$ cat config.mk
export PLATFORM = sky130hd
export DESIGN_NAME = ckr_carkit_regs
export DESIGN_NICKNAME = d
export VERILOG_FILES = /design/src/rtl/ckr_pkg.sv /design/src/rtl/ckr_carkit_regs.sv
export VERILOG_INCLUDE_DIRS = /design/src /design/src/rtl
export SDC_FILE = /design/constraint.sdc
export NUM_CORES = 1
export LEC_CHECK = 0
export BUFFER_PORTS_ARGS = -buffer_cell sky130_fd_sc_hd__buf_4
export CAP_MARGIN = 20
export CORE_MARGIN = 2
export CORE_UTILIZATION = 40
export DETAILED_ROUTE_END_ITERATION = 8
export SLEW_MARGIN = 20
export SYNTH_ARGS = -nofsm -noshare
export SYNTH_HDL_FRONTEND = slang
export SYNTH_SLANG_ARGS = --single-unit
$ cat constraint.sdc
create_clock -name i_clk -period 2.7 [get_ports i_clk]
set_input_delay 0.135 -clock i_clk [delete_from_list [all_inputs] [get_ports i_clk]]
set_output_delay 0.135 -clock i_clk [all_outputs]
set_load 0.005 [all_outputs]
$ cat src/rtl/ckr_defines.svh
// Purpose: Offsets, field positions, reset values and timing counts.
// Assumes: ULPI immediate register addressing, 6-bit addresses.
// Notes: Included by the carkit register bank only.
`ifndef CKR_DEFINES_SVH
`define CKR_DEFINES_SVH

`define CKR_ADDR_STATUS 6'h20
`define CKR_ADDR_LATCH 6'h21
`define CKR_ADDR_HS_COMP 6'h31
`define CKR_ADDR_VENDOR_LO 6'h30
`define CKR_ADDR_VENDOR_HI 6'h3f

`define CKR_ST_ID_FLOAT 0
`define CKR_ST_CONTACT 1
`define CKR_ST_DP_CARKIT 2
`define CKR_ST_CODE_LSB 3
`define CKR_ST_CONV_DONE 6

`define CKR_LT_ID_FLOAT 0
`define CKR_LT_CONTACT 1
`define CKR_LT_DP_CARKIT 2
`define CKR_LT_CONV 3

`define CKR_HS_SQUELCH_LSB 0
`define CKR_HS_DRIVE_LSB 4
`define CKR_SQUELCH_RESET 2'h0
`define CKR_DRIVE_RESET 3'h0

`define CKR_TXCMD_WRITE 2'h2
`define CKR_TXCMD_READ 2'h3
`define CKR_RXCMD_ALT_INT 7

`define CKR_CLK_PERIOD_NS 20
`define CKR_CONV_TIME_NS 282000
`define CKR_CONV_CYCLES \
  ((`CKR_CONV_TIME_NS + `CKR_CLK_PERIOD_NS - 1) / `CKR_CLK_PERIOD_NS)

`endif

$ cat src/rtl/ckr_pkg.sv
// Purpose: Types shared by the carkit register bank.
// Assumes: Count width covers the default conversion time.
// Notes: Constants live in ckr_defines.svh.
package ckr_pkg;

  typedef enum logic [3:0] {
    CKR_IDLE = 4'h0,
    CKR_WCMD = 4'h1,
    CKR_WDATA = 4'h2,
    CKR_WSTP = 4'h3,
    CKR_RCMD = 4'h4,
    CKR_RTURN = 4'h5,
    CKR_RDATA = 4'h6,
    CKR_XTURN = 4'h7,
    CKR_XDATA = 4'h8
  } ckr_state_e;

  typedef logic [14:0] ckr_count_t;

endpackage : ckr_pkg

$ cat src/rtl/ckr_carkit_regs.sv
// Purpose: Carkit status/latch registers and HS trim register on ULPI.
// Assumes: All inputs except the async i_reset synchronous to the 50 MHz (20 ns period) ULPI clock domain.
// Notes: Converter, enable registers and vendor conversion register sit
//   outside; they connect through plain inputs.
`timescale 1ns/1ps
`include "ckr_defines.svh"

module ckr_carkit_regs #(
  parameter int CONV_CYCLES = `CKR_CONV_CYCLES
) (
  input wire logic i_clk,
  input wire logic i_reset,
  input wire logic [7:0] i_ulpi_data,
  output logic [7:0] o_ulpi_data,
  output logic o_ulpi_data_oe_n,
  output logic o_ulpi_dir,
  output logic o_ulpi_nxt,
  input wire logic i_ulpi_stp,
  input wire logic [1:0] i_linestate,
  input wire logic [1:0] i_vbus_state,
  input wire logic i_id_level,
  input wire logic i_id_float_raw,
  input wire logic i_contact_cmp,
  input wire logic [2:0] i_id_resistance_code,
  input wire logic i_conv_start,
  input wire logic i_vendor_conv_read,
  input wire logic i_id_line_bias_en,
  input wire logic i_detect_sink_en,
  input wire logic i_id_float_rise_en,
  input wire logic i_id_float_fall_en,
  input wire logic i_contact_detect_irq_en,
  input wire logic i_id_conv_irq_en,
  input wire logic i_vendor_conv_irq_en,
  output logic [1:0] o_squelch_trim,
  output logic [2:0] o_hs_drive_trim,
  output logic o_id_conv_complete,
  output logic o_conv_busy
);
  import ckr_pkg::*;

  initial
  begin
    if (CONV_CYCLES < 1 || CONV_CYCLES > 32767)
    begin
      $error("CONV_CYCLES out of range for the conversion counter");
    end
    if (`CKR_ST_CODE_LSB + 3 > `CKR_ST_CONV_DONE)
    begin
      $error("Status code field overlaps the done bit");
    end
    if (`CKR_HS_DRIVE_LSB + 3 > 8)
    begin
      $error("Drive trim field does not fit the byte");
    end
  end

  localparam ckr_count_t CONV_LAST = ckr_count_t'(CONV_CYCLES - 1);

  typedef struct packed {
    ckr_state_e state;
    logic [5:0] addr;
    logic [7:0] dout;
    logic [1:0] squelch;
    logic [2:0] drive;
    logic id_latch;
    logic contact_latch;
    logic conv_latch;
    logic alt_pending;
    logic float_prev;
    logic contact_prev;
    logic done;
    logic busy;
    ckr_count_t count;
  } ckr_regs_s;

  ckr_regs_s r_q;
  ckr_regs_s r_d;

  logic float_now;
  logic contact_now;
  logic ev_id;
  logic ev_contact;
  logic ev_conv;
  logic conv_finish;
  logic [7:0] status_byte;
  logic [7:0] latch_byte;
  logic [7:0] hs_byte;
  logic [7:0] read_byte;
  logic [7:0] rxcmd_byte;

  always_comb
  begin
    float_now = i_id_float_raw & i_id_line_bias_en;
    contact_now = i_contact_cmp & i_detect_sink_en;
    conv_finish = r_q.busy && (r_q.count == CONV_LAST);
    ev_id = (float_now & ~r_q.float_prev & i_id_float_rise_en) |
            (~float_now & r_q.float_prev & i_id_float_fall_en);
    ev_contact = (contact_now ^ r_q.contact_prev) & i_contact_detect_irq_en;
    ev_conv = conv_finish & ~r_q.done &
              (i_id_conv_irq_en | i_vendor_conv_irq_en);

    status_byte = 8'h00;
    status_byte[`CKR_ST_ID_FLOAT] = float_now;
    status_byte[`CKR_ST_CONTACT] = contact_now;
    // Carkit DP detection is not built; its bits stay zero
    status_byte[`CKR_ST_DP_CARKIT] = 1'b0;
    status_byte[`CKR_ST_CODE_LSB +: 3] = i_id_resistance_code;
    status_byte[`CKR_ST_CONV_DONE] = r_q.done;

    latch_byte = 8'h00;
    latch_byte[`CKR_LT_ID_FLOAT] = r_q.id_latch;
    latch_byte[`CKR_LT_CONTACT] = r_q.contact_latch;
    latch_byte[`CKR_LT_DP_CARKIT] = 1'b0;
    latch_byte[`CKR_LT_CONV] = r_q.conv_latch;

    hs_byte = 8'h00;
    hs_byte[`CKR_HS_SQUELCH_LSB +: 2] = r_q.squelch;
    hs_byte[`CKR_HS_DRIVE_LSB +: 3] = r_q.drive;

    unique case (r_q.addr)
      `CKR_ADDR_STATUS:
      begin
        read_byte = status_byte;
      end
      `CKR_ADDR_LATCH:
      begin
        read_byte = latch_byte;
      end
      `CKR_ADDR_HS_COMP:
      begin
        read_byte = hs_byte;
      end
      default:
      begin
        read_byte = 8'h00;
      end
    endcase

    // RXCMD layout: linestate, vbus state, idle event bits, ID level
    rxcmd_byte = 8'h00;
    rxcmd_byte[1:0] = i_linestate;
    rxcmd_byte[3:2] = i_vbus_state;
    rxcmd_byte[6] = i_id_level;
    rxcmd_byte[`CKR_RXCMD_ALT_INT] = 1'b1;
  end

  always_comb
  begin
    r_d = r_q;
    r_d.float_prev = float_now;
    r_d.contact_prev = contact_now;

    // conversion timer
    // A start while busy is ignored; the running count is kept
    if (r_q.busy)
    begin
      if (conv_finish)
      begin
        r_d.busy = 1'b0;
        r_d.count = '0;
      end
      else
      begin
        r_d.count = r_q.count + ckr_count_t'(1);
      end
    end
    else if (i_conv_start)
    begin
      r_d.busy = 1'b1;
      r_d.count = '0;
    end

    // only vendor read clears done
    // A finish in the same cycle wins over the clear
    if (i_vendor_conv_read)
    begin
      r_d.done = 1'b0;
    end
    if (conv_finish)
    begin
      r_d.done = 1'b1;
    end

    unique case (r_q.state)
      CKR_IDLE:
      begin
        // Link commands take priority; RXCMD waits for a quiet bus
        // A zero byte means the link is idle, so dir may be taken
        if (i_ulpi_data[7:6] == `CKR_TXCMD_WRITE)
        begin
          r_d.addr = i_ulpi_data[5:0];
          r_d.state = CKR_WCMD;
        end
        else if (i_ulpi_data[7:6] == `CKR_TXCMD_READ)
        begin
          r_d.addr = i_ulpi_data[5:0];
          r_d.state = CKR_RCMD;
        end
        else if (r_q.alt_pending && i_ulpi_data == 8'h00)
        begin
          r_d.state = CKR_XTURN;
        end
      end
      CKR_WCMD:
      begin
        r_d.state = CKR_WDATA;
      end
      CKR_WDATA:
      begin
        if (r_q.addr == `CKR_ADDR_HS_COMP)
        begin
          r_d.squelch = i_ulpi_data[`CKR_HS_SQUELCH_LSB +: 2];
          r_d.drive = i_ulpi_data[`CKR_HS_DRIVE_LSB +: 3];
        end
        r_d.state = CKR_WSTP;
      end
      CKR_WSTP:
      begin
        if (i_ulpi_stp)
        begin
          r_d.state = CKR_IDLE;
        end
      end
      CKR_RCMD:
      begin
        r_d.state = CKR_RTURN;
      end
      CKR_RTURN:
      begin
        // immediate read data
        // Data is captured before the clear, so no set bit is lost
        r_d.dout = read_byte;
        r_d.state = CKR_RDATA;
        if (r_q.addr == `CKR_ADDR_LATCH)
        begin
          r_d.id_latch = 1'b0;
          r_d.contact_latch = 1'b0;
          r_d.conv_latch = 1'b0;
        end
      end
      CKR_RDATA:
      begin
        r_d.state = CKR_IDLE;
      end
      CKR_XTURN:
      begin
        r_d.dout = rxcmd_byte;
        r_d.alt_pending = 1'b0;
        r_d.state = CKR_XDATA;
      end
      CKR_XDATA:
      begin
        r_d.state = CKR_IDLE;
      end
      default:
      begin
        r_d.state = CKR_IDLE;
      end
    endcase

    if (ev_id)
    begin
      r_d.id_latch = 1'b1;
    end
    if (ev_contact)
    begin
      r_d.contact_latch = 1'b1;
    end
    if (ev_conv)
    begin
      r_d.conv_latch = 1'b1;
    end
    if (ev_id | ev_contact | ev_conv)
    begin
      r_d.alt_pending = 1'b1;
    end
  end

  always_ff @(posedge i_clk or posedge i_reset)
  begin
    if (i_reset)
    begin
      r_q <= '{
        state: CKR_IDLE,
        squelch: `CKR_SQUELCH_RESET,
        drive: `CKR_DRIVE_RESET,
        count: '0,
        default: '0
      };
    end
    else
    begin
      r_q <= r_d;
    end
  end

  always_comb
  begin
    o_ulpi_nxt = (r_q.state == CKR_WCMD) || (r_q.state == CKR_WDATA) ||
                 (r_q.state == CKR_RCMD);
    o_ulpi_dir = (r_q.state == CKR_RTURN) || (r_q.state == CKR_RDATA) ||
                 (r_q.state == CKR_XTURN) || (r_q.state == CKR_XDATA);
    // Bus is driven only after the turnaround cycle
    o_ulpi_data_oe_n = !((r_q.state == CKR_RDATA) ||
                         (r_q.state == CKR_XDATA));
  end

  assign o_ulpi_data = r_q.dout;
  assign o_squelch_trim = r_q.squelch;
  assign o_hs_drive_trim = r_q.drive;
  assign o_id_conv_complete = r_q.done;
  assign o_conv_busy = r_q.busy;

endmodule : ckr_carkit_regs

==> results by group <==
Worst setup path
  • Worst-path maximum fanout: 10
  • Critical R2R Capture: r_q[7]
  • Flop2flop setup slack: 0.73 ns
  • Reg2Reg Launch Point: r_q[5]
  • Worst R2R Path Depth: 5
  • Startpoint types: flip-flop
  • Worst EP required: 2.87 ns
  • CP endpoint kind: flip-flop
  • Worst Path Arrival: about 2.1 ns
  • WS Path Type: reg -> reg

Clock network
  • CTS Hold Bufs: 0
  • H-tree levels: 2
  • TritonCTS clock tree: built
  • Post-cts resize count: 0
  • Inserted Clock Buffers: 5
  • Post CTS Setup Buffer Count: 0
  • Deepest clock path buffer count: 2
  • Root Buffer: clkbuf_8
  • Skew-Pair Late Insertion Delay: about 0.29 ns
  • Clk slew on worst S/H paths: around 0.090 ns
  • Clk sink count: 46

Finish
  • # diodes: 0
  • # nets final: 318
  • Final Cell Area: slightly below 3000 µm²
  • Final Util: ~50%
  • Share of cells above drive strength 1: between 20% and 30%
  • P&R area growth vs syn: 17.8%

Floorplanning
  • Die ar.: between 6000 and 7000 µm²
  • I/O Pins: 48
  • Starting Density: a little over 40%
  • Die H: around 83 µm
  • Die Wd: around 83 µm
  • Core footprint: just under 6000 µm²
  • Core Rows: 28

Logic synthesis
  • YS warnings: 0
  • Post-Synthesis Cell Area: between 2000 and 2500 µm²
  • Synth Instances: ~250
  • Commonest cells post-synth: 46 x dfrtp_1, 31 x nand2_1, 20 x o21ai_0
  • Synth Register Bits: 46
  • EDFF count, synth: 0
  • Synth async-reset ratio: between 90% and 100%
  • Sequential-to-total area share from yosys stat: between 40% and 50%
  • Syn_nets: 283
  • Synth area leaders: dfrtp_1 47%, mux2_2 5.5%, nand2_1 4.7%, buf_4 4.3%, o21ai_0 4.1%
  • Unique cell type count in the Yosys netlist: 47
  • Leading area contributor after synthesis: dfrtp_1
  • Share of the synthesized area in the top cell type: between 40% and 50%
  • Top-count cell post-synth: dfrtp_1
  • Top FF cell, synth: dfrtp_1
  • Post-synthesis area per instance: slightly below 10 µm²

Route
  • DR iter-0 viols: 95
  • Vias: around 2000
  • Via density per instance: 5.45
  • Routed len/inst: 15.0 µm
  • Pre-Repair DR Iteration Count: 4
  • Final wirelength: about 5500 µm
  • Residual DRC count: 0
  • Post-DRT Antenna Nets: 0

Place
  • Post-DP HPWL: 3980 µm
  • Gpl congestion: 0.760
  • # port buffers: 47
  • Placed cell areas: between 2000 and 3000 µm²

Min path
  • Worst Hold Class: in -> async

Timing
  • Max frequency: just over 500 MHz
  • RSZ-0062 raised after global routing: false
  • Rel. slew slack: between 40 and 50%
  • Skew final: a little over 0.006 ns
  • Endpoints failing setup: 0
  • Min cycle time layout: about 2.0 ns
  • Final hold slack: -0.0289 ns
  • Fin. max-slew vios: 0
  • Fin. Hold Viols: 46
  • Period utilization: about 73%
  • Post-Route Setup TNS: 0 ns
  • Worst Tran Pin Value: 0.816 ns

Global routing
  • Gr usage total: between 15 and 20%
  • First-pass GRT wire length: a little under 9000 µm
  • Largest net degree at the start of global routing: 47
  • Vias in the first global route: around 1900
  • Initial antenna violation count: 0
  • Grt total ovfl: 0

Pwr
  • Pleak: approximately 1.3 nW
  • Sw Share: between 30 and 40%
  • Int Pwr: 1.66 mW
  • Clock power share: 20.7%
  • PD cells: 865 nW/µm²
  • Sw power: between 800 and 900 µW
  • Seq pwr share: approximately 47%
  • Worst VDD drop: roughly 0.39 mV
  • Combinational power share: roughly 32%

Outcome
  • Status: finished, violations left
  • Failing checks: negative hold slack

Job
  • Max Cap Viol: 0
## worst max-delay path by stage
stage | end | slack (ns) | from
3_5_place_dp | r_q[11] | 0.74 | r_q[5]
6_report | r_q[7] | 0.73 | r_q[5]
3_3_place_gp | r_q[3] | 0.79 | r_q[6]
4_1_cts | r_q[7] | 0.72 | r_q[6]
5_1_grt | r_q[7] | 0.56 | r_q[0]
2_1_floorplan | r_q[5] | 0.74 | r_q[5]
## power groups by stage
stage	logic (mW)	clock network (mW)	registers, mW
finish	0.816	0.522	1.18
global route	0.917	0.560	1.23
floorplan	0.708	0	1.06
global placement	0.809	0	1.19
detailed placement	0.822	0	1.19
CTS	0.824	0.535	1.18
## critical path, stage by stage (launching register included)
cell and delay, ns:
dfrtp_1 0.43, or4b_4 0.56, nor4_4 0.28, buf_4 0.21, nand2b_1 0.24, o21ai_0 0.13
## registers in the layout (all words and copies together) (netlist names)
name / count
r_q: 28
o_ulpi_data: 8
o_conv_busy: 1
o_hs_drive_trim: 3
o_id_conv_complete: 1
o_squelch_trim: 2
latch_byte: 3
## routing by layer
layer,wire [µm],global-route usage [%],vias up
met5,0,0,-
met4,19,2.79,0
met3,221,2.93,4
met2,2720,30.0,36
met1,2510,21.8,954
li1,-,-,984
## cells in the final DEF, fill, tap and decap left out, drive strengths merged, types with 2 or more instances in the layout
cell | Yosys | final
o211ai | 2 | 2
and2 | 3 | 3
o21a | 2 | 2
a22oi | 5 | 5
nor3 | 8 | 8
xnor2 | 2 | 2
clkinv | 0 | 2
clkbuf | 7 | 5
nand4b | 2 | 2
a21oi | 4 | 4
nand3 | 6 | 6
a22o | 8 | 8
nor4b | 4 | 4
or4 | 4 | 4
o31ai | 10 | 10
a21o | 4 | 4
nor4 | 7 | 7
nor2 | 13 | 13
inv | 5 | 5
nor2b | 2 | 2
o21ai | 22 | 22
buf | 15 | 50
or4b | 3 | 3
nand4 | 4 | 4
nand2b | 7 | 7
nand2 | 31 | 31
mux2 | 12 | 12
dfrtp | 46 | 46
## cell families after synthesis
group,after synthesis,synth area share (%)
simple gates,100,22.6
compound gates,62,16.8
flops,46,46.6
buf+inv,27,6.53
mux,13,5.87
xor+xnor,3,1.06
fa+ha+maj,1,0.506
## layout make-up
type                    count  area [µm²]
clock buffers               5        68.8
clock inverters             3        43.8
fillers                   577        3040
inverters                   5        20.0
multi-input cells         179        1160
flip-flops and latches     46        1150
well taps                  75        93.8
repair buffers             50         375
## through the flow
step / hold slack (ns) / total power, mW / worst slack, ns / instances
3_3_place_gp: 0.323 / 2.00 / 0.788 / 355
5_1_grt: 0.00425 / 2.70 / 0.562 / 363
2_1_floorplan: 0.231 / 1.77 / 0.743 / 252
4_1_cts: 0.00580 / 2.54 / 0.721 / 363
6_report: -0.0289 / 2.52 / 0.733 / 363
3_5_place_dp: 0.321 / 2.01 / 0.741 / 355
Power figures use the tool's default switching activity.
